File: config.mk
export PLATFORM = sky130hd
export DESIGN_NAME = cwq_phase_select
export DESIGN_NICKNAME = d
export VERILOG_FILES = /design/src/rtl/cwq_pkg.sv /design/src/rtl/cwq_divider.sv /design/src/rtl/cwq_phase_select.sv
export VERILOG_INCLUDE_DIRS = /design/src /design/src/rtl
export SDC_FILE = /design/constraint.sdc
export NUM_CORES = 1
export LEC_CHECK = 0
export ABC_CLOCK_PERIOD_IN_PS = 1840
export BUFFER_PORTS_ARGS = -buffer_cell sky130_fd_sc_hd__buf_2
export CAP_MARGIN = 20
export CELL_PAD_IN_SITES_DETAIL_PLACEMENT = 1
export CELL_PAD_IN_SITES_GLOBAL_PLACEMENT = 2
export CORE_UTILIZATION = 33
export CTS_CLUSTER_DIAMETER = 100
export CTS_CLUSTER_SIZE = 40
export DETAILED_ROUTE_END_ITERATION = 10
export PLACE_DENSITY = 0.84
export SETUP_SLACK_MARGIN = 0.15
export SLEW_MARGIN = 5
export SYNTH_ARGS = -nofsm -noshare
export SYNTH_HDL_FRONTEND = slang
export SYNTH_SLANG_ARGS = --single-unit
File: constraint.sdc
create_clock -name I_CLOCK -period 1.84 [get_ports I_CLOCK]
set_input_delay 0.092 -clock I_CLOCK [delete_from_list [all_inputs] [get_ports I_CLOCK]]
set_output_delay 0.092 -clock I_CLOCK [all_outputs]
set_load 0.03 [all_outputs]
File: src/rtl/cwq_consts.svh
`ifndef CWQ_CONSTS_SVH
`define CWQ_CONSTS_SVH
// Register offsets on the serial control port
`define CWQ_OFS_CH_MASK   7'h04
`define CWQ_OFS_PHASE_SEL 7'h2D
// Field layout of the phase select register
`define CWQ_CODE_MSB      3
`define CWQ_EN_BIT        4
// Reset values
`define CWQ_MASK_RST      8'hFF
`define CWQ_CODE_RST      4'h0
// Serial frame: one direction bit, seven address bits, eight data bits
`define CWQ_FRAME_BITS    4'hF
`define CWQ_CMD_LAST      4'h7
// Divider state held while the array reset is high, and the first state after it
`define CWQ_DIV_HOLD_CNT  2'h3
`define CWQ_DIV_FIRST_CNT 2'h0
`endif

File: src/rtl/cwq_pkg.sv
package cwq_pkg;
	// Serial port states, Gray along idle, command, data
	typedef enum logic [1:0] {
		SP_IDLE = 2'h0,
		SP_CMD  = 2'h1,
		SP_DATA = 2'h3
	} cwq_sp_e;

	typedef logic [1:0] cwq_cnt_t;

	// In-phase is high in counts 0 and 1
	function automatic logic cwq_lo_i(input cwq_cnt_t c);
		return (c == 2'h0) || (c == 2'h1);
	endfunction : cwq_lo_i

	// Quadrature is the same decode one count later
	function automatic logic cwq_lo_q(input cwq_cnt_t c);
		return (c == 2'h1) || (c == 2'h2);
	endfunction : cwq_lo_q
endpackage : cwq_pkg

File: src/rtl/cwq_divider.sv
`timescale 1ns/1ps
`include "cwq_consts.svh"
module cwq_divider (
	input  wire logic          i_clk,
	input  wire logic          i_rst,
	input  wire logic          i_osc_rise,
	input  wire logic          i_hold,
	output cwq_pkg::cwq_cnt_t  o_cnt,
	output logic               o_lo_i,
	output logic               o_lo_q
);
	import cwq_pkg::*;

	cwq_cnt_t cnt_r;   // Divide-by-four state
	cwq_cnt_t cnt_nxt; // State after the next oscillator edge
	logic     lo_i_r;  // Retimed in-phase output
	logic     lo_q_r;  // Retimed quadrature output

	assign cnt_nxt = cnt_r + 2'h1;

	// two-bit counter
	// Advances once per oscillator rise, held while reset pin high
	// power-up quadrant arbitrary
	// System reset loads the same held count as the shared reset pin does
	always_ff @(posedge i_clk) begin
		if (i_rst) begin
			cnt_r <= `CWQ_DIV_HOLD_CNT;
		end else if (i_hold) begin
			cnt_r <= `CWQ_DIV_HOLD_CNT;
		end else if (i_osc_rise) begin
			cnt_r <= cnt_nxt;
		end
	end

	// retimed final flops
	// Outputs load only on the oscillator edge, never from counter glitches
	always_ff @(posedge i_clk) begin
		if (i_rst || i_hold) begin
			lo_i_r <= 1'b0;
			lo_q_r <= 1'b0;
		end else if (i_osc_rise) begin
			lo_i_r <= cwq_lo_i(cnt_nxt);
			lo_q_r <= cwq_lo_q(cnt_nxt);
		end
	end

	assign o_cnt  = cnt_r;
	assign o_lo_i = lo_i_r;
	assign o_lo_q = lo_q_r;
endmodule : cwq_divider

File: src/rtl/cwq_phase_select.sv
`timescale 1ns/1ps
`include "cwq_consts.svh"
// Operation
// - Divide oscillator by four for I/Q
// - I/Q duty fixed at half period
// - Output flops retimed by oscillator edge
// - Sixteen 22.5 degree states via serial
// - Code bits 3:0 select rotation
// - Equal codes give in-phase channels
// - One code step leads 22.5 degrees
// - Reset pin forces dividers known state
// - Resume on next oscillator rise
// - Unreset divider may start any quadrant
module cwq_phase_select (
	input  wire logic        I_CLOCK,
	input  wire logic        I_SYS_RST,
	input  wire logic        I_QUAD_RATE_OSC_IN,
	input  wire logic        I_DIV_RESET,
	input  wire logic        I_SCLK,
	input  wire logic        I_CS_N,
	input  wire logic        I_SDIO,
	output logic             O_SDIO,
	output logic             O_SDIO_OE,
	output logic             O_LO_I,
	output logic             O_LO_Q,
	output logic [31:0]      O_CH_CODE,
	output logic [7:0]       O_CH_EN
);
	import cwq_pkg::*;

	localparam int NCH = 8; // Channels per device

	// Pin synchronisers: osc, reset pin, sclk, cs_n, sdio
	logic [4:0]  s1_r;        // First stage, read by s2 only
	logic [4:0]  s2_r;        // Second stage, safe to use
	logic [2:0]  s3_r;        // Previous osc, sclk, cs_n
	logic        osc_rise;    // Oscillator rising edge seen
	logic        div_hold;    // Array reset level
	logic        sclk_rise;   // Serial clock rising
	logic        sclk_fall;   // Serial clock falling
	logic        cs_act;      // Chip select active

	// Serial port
	cwq_sp_e     sp_r;        // Port state
	logic [3:0]  bit_r;       // Bits taken in this frame
	logic [14:0] sh_r;        // Incoming shift register
	logic [7:0]  rd_sh_r;     // Outgoing read data
	logic        rd_r;        // Frame is a read
	logic        wr_stb;      // Last data bit taken on a write
	logic [6:0]  wr_addr;     // Address of the write
	logic [7:0]  wr_data;     // Data of the write
	logic [6:0]  rd_addr;     // Address as its last bit arrives
	logic [7:0]  rd_val;      // Value for the addressed register

	// Registers
	logic [7:0]  mask_r;      // Channels a phase write goes to
	logic [3:0]  code_r [NCH];// Per-channel phase code
	logic [NCH-1:0] en_r;     // Per-channel enable

	// Divider
	cwq_cnt_t    cnt;
	logic        lo_i;
	logic        lo_q;

	// Two flops before any pin is looked at
	always_ff @(posedge I_CLOCK) begin
		if (I_SYS_RST) begin
			// Idle pin levels, so no false edge or hold follows reset
			s1_r <= 5'h08;
			s2_r <= 5'h08;
			s3_r <= 3'h4;
		end else begin
			s1_r <= {I_SDIO, I_CS_N, I_SCLK, I_DIV_RESET, I_QUAD_RATE_OSC_IN};
			s2_r <= s1_r;
			s3_r <= {s2_r[3], s2_r[2], s2_r[0]};
		end
	end

	assign osc_rise  = s2_r[0] & ~s3_r[0];
	assign div_hold  = s2_r[1];
	assign sclk_rise = s2_r[2] & ~s3_r[1];
	assign sclk_fall = ~s2_r[2] & s3_r[1];
	assign cs_act    = ~s2_r[3];

	cwq_divider u_div (
		.i_clk      (I_CLOCK),
		.i_rst      (I_SYS_RST),
		.i_osc_rise (osc_rise),
		.i_hold     (div_hold),
		.o_cnt      (cnt),
		.o_lo_i     (lo_i),
		.o_lo_q     (lo_q)
	);

	// Serial frame: direction, address, data, MSB first
	always_ff @(posedge I_CLOCK) begin
		if (I_SYS_RST || !cs_act) begin
			// Deselect aborts any partial frame
			sp_r  <= SP_IDLE;
			bit_r <= 4'h0;
			sh_r  <= 15'h0000;
			rd_r  <= 1'b0;
		end else if (sclk_rise) begin
			sh_r  <= {sh_r[13:0], s2_r[4]};
			bit_r <= bit_r + 4'h1;
			case (sp_r)
				SP_IDLE: begin
					sp_r <= SP_CMD;
					rd_r <= s2_r[4];
				end
				SP_CMD: begin
					if (bit_r == `CWQ_CMD_LAST) begin
						sp_r <= SP_DATA;
					end
				end
				SP_DATA: begin
					// Further clocks after a frame start a new one; bit_r wraps to 0
					if (bit_r == `CWQ_FRAME_BITS) begin
						sp_r <= SP_IDLE;
					end
				end
				default: begin
					sp_r <= SP_IDLE;
				end
			endcase
		end
	end

	assign wr_stb  = sclk_rise && cs_act && (sp_r == SP_DATA) && !rd_r
		&& (bit_r == `CWQ_FRAME_BITS);
	assign wr_addr = sh_r[13:7];
	// Direction bit sits above; the address LSB is still on the pin
	assign rd_addr = {sh_r[5:0], s2_r[4]};
	assign wr_data = {sh_r[6:0], s2_r[4]};

	// Read mux; phase register shows lowest masked channel
	always_comb begin
		rd_val = 8'h00;
		if (rd_addr == `CWQ_OFS_CH_MASK) begin
			rd_val = mask_r;
		end else if (rd_addr == `CWQ_OFS_PHASE_SEL) begin
			for (int k = NCH - 1; k >= 0; k--) begin
				if (mask_r[k]) begin
					rd_val = {3'h0, en_r[k], code_r[k]};
				end
			end
		end
	end

	// Read data loads after the address, shifts on falling clock
	always_ff @(posedge I_CLOCK) begin
		if (I_SYS_RST || !cs_act) begin
			rd_sh_r   <= 8'h00;
			O_SDIO_OE <= 1'b0;
		end else if (sclk_rise && sp_r == SP_CMD && bit_r == `CWQ_CMD_LAST) begin
			rd_sh_r   <= rd_val;
			O_SDIO_OE <= rd_r;
		end else if (sclk_fall && O_SDIO_OE && bit_r != 4'h8) begin
			rd_sh_r <= {rd_sh_r[6:0], 1'b0};
		end
	end

	assign O_SDIO = rd_sh_r[7];

	// Channel mask register
	always_ff @(posedge I_CLOCK) begin
		if (I_SYS_RST) begin
			mask_r <= `CWQ_MASK_RST;
		end else if (wr_stb && wr_addr == `CWQ_OFS_CH_MASK) begin
			mask_r <= wr_data;
		end
	end

	// sixteen phase states
	// Only masked channels take the new code; others keep theirs
	always_ff @(posedge I_CLOCK) begin
		for (int k = 0; k < NCH; k++) begin
			if (I_SYS_RST) begin
				code_r[k] <= `CWQ_CODE_RST;
				en_r[k]   <= 1'b0;
			end else if (wr_stb && wr_addr == `CWQ_OFS_PHASE_SEL && mask_r[k]) begin
				code_r[k] <= wr_data[`CWQ_CODE_MSB:0];
				en_r[k]   <= wr_data[`CWQ_EN_BIT];
			end
		end
	end

	// step leads 22.5 degrees
	// Code drives the analog rotator; all channels share one LO
	always_comb begin
		for (int k = 0; k < NCH; k++) begin
			O_CH_CODE[4*k +: 4] = code_r[k];
		end
	end

	assign O_CH_EN = en_r;
	assign O_LO_I  = lo_i;
	assign O_LO_Q  = lo_q;

	// Helper: oscillator rises counted while I is high
	logic [2:0] hi_rises_r;
	always_ff @(posedge I_CLOCK) begin
		if (I_SYS_RST || div_hold || !lo_i) begin
			hi_rises_r <= 3'h0;
		end else if (osc_rise) begin
			hi_rises_r <= hi_rises_r + 3'h1;
		end
	end

	// Helper: armed by any hold, cleared by the first oscillator rise after it
	logic first_rise_r;
	always_ff @(posedge I_CLOCK) begin
		if (I_SYS_RST || div_hold) begin
			first_rise_r <= 1'b1;
		end else if (osc_rise) begin
			first_rise_r <= 1'b0;
		end
	end
endmodule : cwq_phase_select

* Word-level counts from Yosys, hierarchy flattened
Memories as Yosys holds them, arrays and structs flattened.
Index checks and enable logic that the tools add are counted.
** Word-level totals
- Input bits :: 7
- Register bits :: 62
- Memory bits (writable) :: 32
- Output and inout bits :: 44
- Memories kept :: 1
- Word-level logic and storage cells :: 130
** Memories
- code_r :: depth 8, bits a word 4, read ports 8, clocked after memory_dff 0, write ports 8, line cwq_phase_select.sv:57 : logic [3:0] code_r [NCH];
** Operators by class
- Muxes and demuxes :: 49
- Eq/ne operators :: 13
- Reduce and logical (&&, ||, !) cells :: 29
- Bitwise operators :: 15
- Add/subtract/negate cells :: 2
** Operators with widths (number)
- $mux W8 :: 11
- $mux W4 :: 8
- $mux W1 :: 26
- $logic_and A1 B1 Y1 :: 18
- $eq A7 B3 Y1 const B :: 2
- $eq A7 B6 Y1 const B :: 2
- $or A1 B1 Y1 :: 8
- $pmux W2 S3 :: 1
- $mux W5 :: 1
- $add A4 B1 Y4 const B :: 1
- $eq A2 B1 Y1 const B :: 2
- $eq A2 B2 Y1 const B :: 2
- $eq A4 B3 Y1 const B :: 1
- $eq A4 B4 Y1 const B :: 1
- $logic_not A2 Y1 :: 2
- $logic_or A1 B1 Y1 :: 4
- $mux W2 :: 2
- $ne A2 B2 Y1 const B :: 2
- $ne A4 B4 Y1 const B :: 1
- $not A1 Y1 :: 4
- $and A1 B1 Y1 :: 3
- $reduce_and A3 Y1 :: 1
- $add A2 B1 Y2 const B :: 1
- $reduce_and A2 Y1 :: 1
- 3 further kinds :: 3

* Longest topological paths before layout
- Depth after elaboration :: 12
- Gate-level depth with buffers :: 8
- Mapped depth without buffers :: 7

* Cells and area by module
From an unflattened synthesis, not the netlist that was laid out.
** Unflattened totals
- Cells, all modules :: 399
- Area, all modules :: 4060.1 µm²
** By module, submodules not included
- cwq_phase_select :: times used 1, seq. area each 2122.0 µm², area each 3895.0 µm², cells each 384
- cwq_divider :: times used 1, seq. area each 80.1 µm², area each 165.2 µm², cells each 15

* Worst setup path before layout
OpenSTA, ideal clock, no wires.
- Path kind :: reg-to-reg
- From :: register bit_r[0]
- To :: register rd_sh_r[7]
- Path buffers :: 0
- Clock period less this slack :: 1.769 ns
- Data required time :: 1.708 ns
- Stages on the path, launching flop included :: 8
- Data arrival time :: 1.637 ns
- Library setup time :: 0.132 ns
- Slack :: 0.071 ns
- Cells stage by stage :: dfxtp_1 -> inv_1 -> ha_1 -> and3b_1 -> nor3_2 -> mux2_2 -> nand2_1 -> a21oi_1
** On the way
- Word-level cells in the longest chain between the ends :: 3
- Elaborated cells on any way between the ends :: 6
- Those cells by class :: 2 x eq/ne; 1 x mux; 3 x reduce/logical
** Ends and longest elaborated chain
- start, declared :: line cwq_phase_select.sv:45 : logic [3:0] bit_r;
- start signal, assigned :: line cwq_phase_select.sv:105 : bit_r <= bit_r + 4'h1;
- $eq A4 B3 Y1 (no line) / $ne A4 B4 Y1 (equally long branches)
- $logic_and A1 B1 Y1, on equally long branches
- $mux W8 / $reduce_bool A2 Y1 (equally long branches)
- end signal, assigned :: line cwq_phase_select.sv:156 : rd_sh_r <= rd_val;
- end signal, assigned :: line cwq_phase_select.sv:159 : rd_sh_r <= {rd_sh_r[6:0], 1'b0};
- end, declared :: line cwq_phase_select.sv:47 : logic [7:0] rd_sh_r;
Several ways; a longest one is shown, not always the timed one.
A chain may end at the register's enable or synchronous reset.

* Final worst setup path
- From :: register sh_r[3]
- To :: register rd_sh_r[1]
** On the way
- Word-level cells in the longest chain between the ends :: 4
- Elaborated cells on any way between the ends :: 5
- Those cells by class :: 2 x eq/ne; 3 x mux
** Ends and longest elaborated chain
- start, declared :: line cwq_phase_select.sv:46 : logic [14:0] sh_r;
- start signal, assigned :: line cwq_phase_select.sv:104 : sh_r <= {sh_r[13:0], s2_r[4]};
- $eq A7 B6 Y1 (no line)
- $mux W8 :: line cwq_phase_select.sv:141 : end else if (rd_addr == `CWQ_OFS_PHASE_SEL) begin
- $mux W8 * :: line cwq_phase_select.sv:139 : if (rd_addr == `CWQ_OFS_CH_MASK) begin
- $mux W8 * :: line cwq_phase_select.sv:155 : end else if (sclk_rise && sp_r == SP_CMD && bit_r == `CWQ_CMD_LAST) begin
Every way passes the cells marked *; elsewhere a longest branch is shown, timed or not.

==> reports/qor.txt <==
Detailed-route DRC error count: 0
Reg clk slew, reported paths: 0.07 ns
Register area: 2210 sq um
Clk buf depth: 2
Leading cell type in the layout, fill and taps excluded: dfxtp_1
Hold/Removal Path Class: in -> reg
Clk root buf: clkbuf_16
RSZ-0062 raised after global routing: yes
Cell Chain, Critical Path: or4b_4 -> or3_4 -> o32a_1 -> o21ai_2
CP Data Required Time: 2.12 ns
Clock sinks: 94
Pleak: 2.21 nW
Syn Inst Count: 421
Multi-input logic area: 2090 sq um
Yosys warning total: 0
CP peak stage delay: 0.56 ns
Grt total ovfl: 0
DRT iter0 DRCs: 193
Syn Nets: 430
Count of placed standard cells including taps: 631
Post-DP HPWL: 8250 um
I/O pin count: 51
Core ar.: 12000 sq um
Peak VDD IR: 0.000990 V
Crit-path max FO: 4
CTS tree: built
Final hold vios: 0
Floorplan row count: 40
Final core occ: 0.472
PortBufs: 50
Antenna Cells: 0
Routed Wire Length: 12500 um
Synth Cell Area: 4080 sq um
Die area: 12800 sq um
Final worst-path cycle share: 0.988
Share of layout cells above drive strength 1: 0.414
Pwr Density: 759 nW/um^2
Num CTS Buffers: 9
DR vias/cell: 5.33
Antenna Nets Post-Route: 0
Outcome: complete, no violations
Routed len/inst: 18.8 um
GP Congestion: 0.780
Sequential power share: 0.513
Layout Skew: 0.00773 ns
Fmax: 550 MHz
P&R area growth vs syn: 39.1%
Crit-path slowest cell: or4b_4
Measured slew at the worst slew-check pin: 0.509 ns
Worst-skew pair later-pin latency: 0.34 ns
Pint: 3.33 mW
Most frequent cells in the layout: dfxtp_1 (54), nand2_1 (52), buf_2 (50)
Post-synthesis sequential area ratio: 0.540
Gate power share: 0.047
Clock power frac: 0.440
EDFF count, synth: 32
H-tree depth: 3
Distinct cells, synth: 49
Worst rel slew slack: 0.660
Number of global-route vias before repair: 3482
Initial Utilization: 0.339
Largest net degree at the start of global routing: 32
Worst setup path class: reg -> reg
Die X: 113 um
Gr usage total: 0.189
Async set or reset register ratio after synthesis: 0
Final Max Tran Viols: 0
Final setup vio count: 0
FF+latch count, synth: 94
Vias: 3552
Max cap viols: 0
Fill count: 1351
CP startpoint kind: flop
First-pass iteration count of the detailed router: 4
Top FF cell, synth: dfxtp_1
Sw Ratio: 0.226
Buffers and inverters on the worst path: 0
Fin nets: 523
Crit path time final: 1.82 ns
Final non-filler cell total: 666
Top delay family on crit path: simple AND/OR/NAND/NOR gates
Die height: 113 um
Sw Pwr: 0.972 mW
Global-route wire length before repair: 18500 um
Initial antenna violation count: 0
Synthesized area per cell: 9.68 sq um
CP Data Arrival Time: 2.09 ns
Endpoint type of the worst setup path: flop
-- kinds of logic (layout without fill, tap and decap cells) --
kind of cell,after synthesis,after routing,share of synthesized area
compound gates,79,79,0.127
xor+xnor,5,5,0.0107
fa+ha+maj,2,2,0.00614
buf+inv,41,139,0.0387
flops,94,94,0.540
mux,17,17,0.0427
simple gates,183,183,0.235
-- worst min-delay path: stages --
cell and delay [ns]:
buf_2 0.12, buf_4 0.22, nor2_1 0.11
-- per-stage QoR --
stage          setup slack [ns]  instance area, sq um   TNS [ns]  power (mW)  hold WS (ns)
2_1_floorplan             0.138                  4090          0        2.37         0.164
3_3_place_gp            -0.0796                  4760      -1.98        2.43         0.280
3_5_place_dp            -0.0739                  4760      -1.51        2.44         0.293
4_1_cts                  0.0662                  5230          0        4.33         0.230
5_1_grt               -0.000319                  5670  -0.000319        4.43         0.258
6_report                 0.0225                  5670          0        4.30         0.238
-- flip-flops by register name (all words and copies together), names as in the netlist --
register,count
u_div.o_lo_i,1
u_div.o_lo_q,1
sp_r,2
sh_r,14
s1_r,5
mask_r,8
bit_r,4
s2_r,5
code_r,32
rd_r,1
s3_r,2
rd_sh_r,8
O_SDIO_OE,1
O_CH_EN,8
u_div.o_cnt,2
-- layer usage --
metal,up-vias,track usage,routed length [um]
met5,-,0,0
met1,1778,0.246,5440
li1,1680,-,-
met2,79,0.319,6290
met4,0,0.0421,200
met3,15,0.0471,567
-- Yosys cell counts, types with 6 or more instances --
cell / n / area, sq um
dfxtp_1: 62 / 1240
clkbuf_1: 27 / 101
nand3_1: 13 / 65.1
mux2i_1: 14 / 140
edfxtp_1: 32 / 961
nand2_1: 64 / 240
nand2b_1: 7 / 43.8
and3_1: 36 / 225
inv_1: 9 / 33.8
a21oi_1: 37 / 185
nor2b_1: 18 / 113
a221oi_1: 7 / 61.3
nor2_1: 22 / 82.6
o21ai_0: 6 / 30.0
-- power by group through the flow --
| stage | Clock [mW] | Combinational [mW] | Sequential, mW |
|---|---|---|---|
| global route | 2.00 | 0.214 | 2.21 |
| detailed placement | 0 | 0.185 | 2.25 |
| floorplan | 0 | 0.0655 | 2.30 |
| global placement | 0 | 0.181 | 2.25 |
| CTS | 1.93 | 0.197 | 2.21 |
| finish | 1.90 | 0.201 | 2.21 |
-- worst paths after layout --
path	from	endpoint	slack (ns)	cells after the start
setup / recovery	sh_r[3]	rd_sh_r[1]	0.02	4
hold / removal	I_SYS_RST	O_CH_EN[2]	0.24	3
setup reg to reg	sh_r[3]	rd_sh_r[1]	0.02	4
hold reg to reg	s1_r[3]	s2_r[3]	0.41	1
-- final cells by class --
class | instances | share of cell area
repair buffers | 114 | 0.149
multi-input cells | 286 | 0.368
flip-flops and latches | 94 | 0.390
well taps | 147 | 0.0324
clock buffers | 10 | 0.0421
inverters | 9 | 0.00684
clock inverters | 6 | 0.0108
-- timing repair --
| action | in CTS | in global routing |
|---|---|---|
| buffers inserted | 3 | 9 |
| resized for setup | 31 | 76 |
| endpoints found under the hold margin | 5 | 0 |
| gates cloned | 0 | 2 |
| pin swaps | 10 | 29 |
| setup endpoints to repair | 85 | 86 |
| hold buffers | 5 | 0 |
No activity file was read; power rests on OpenSTA's default activity.
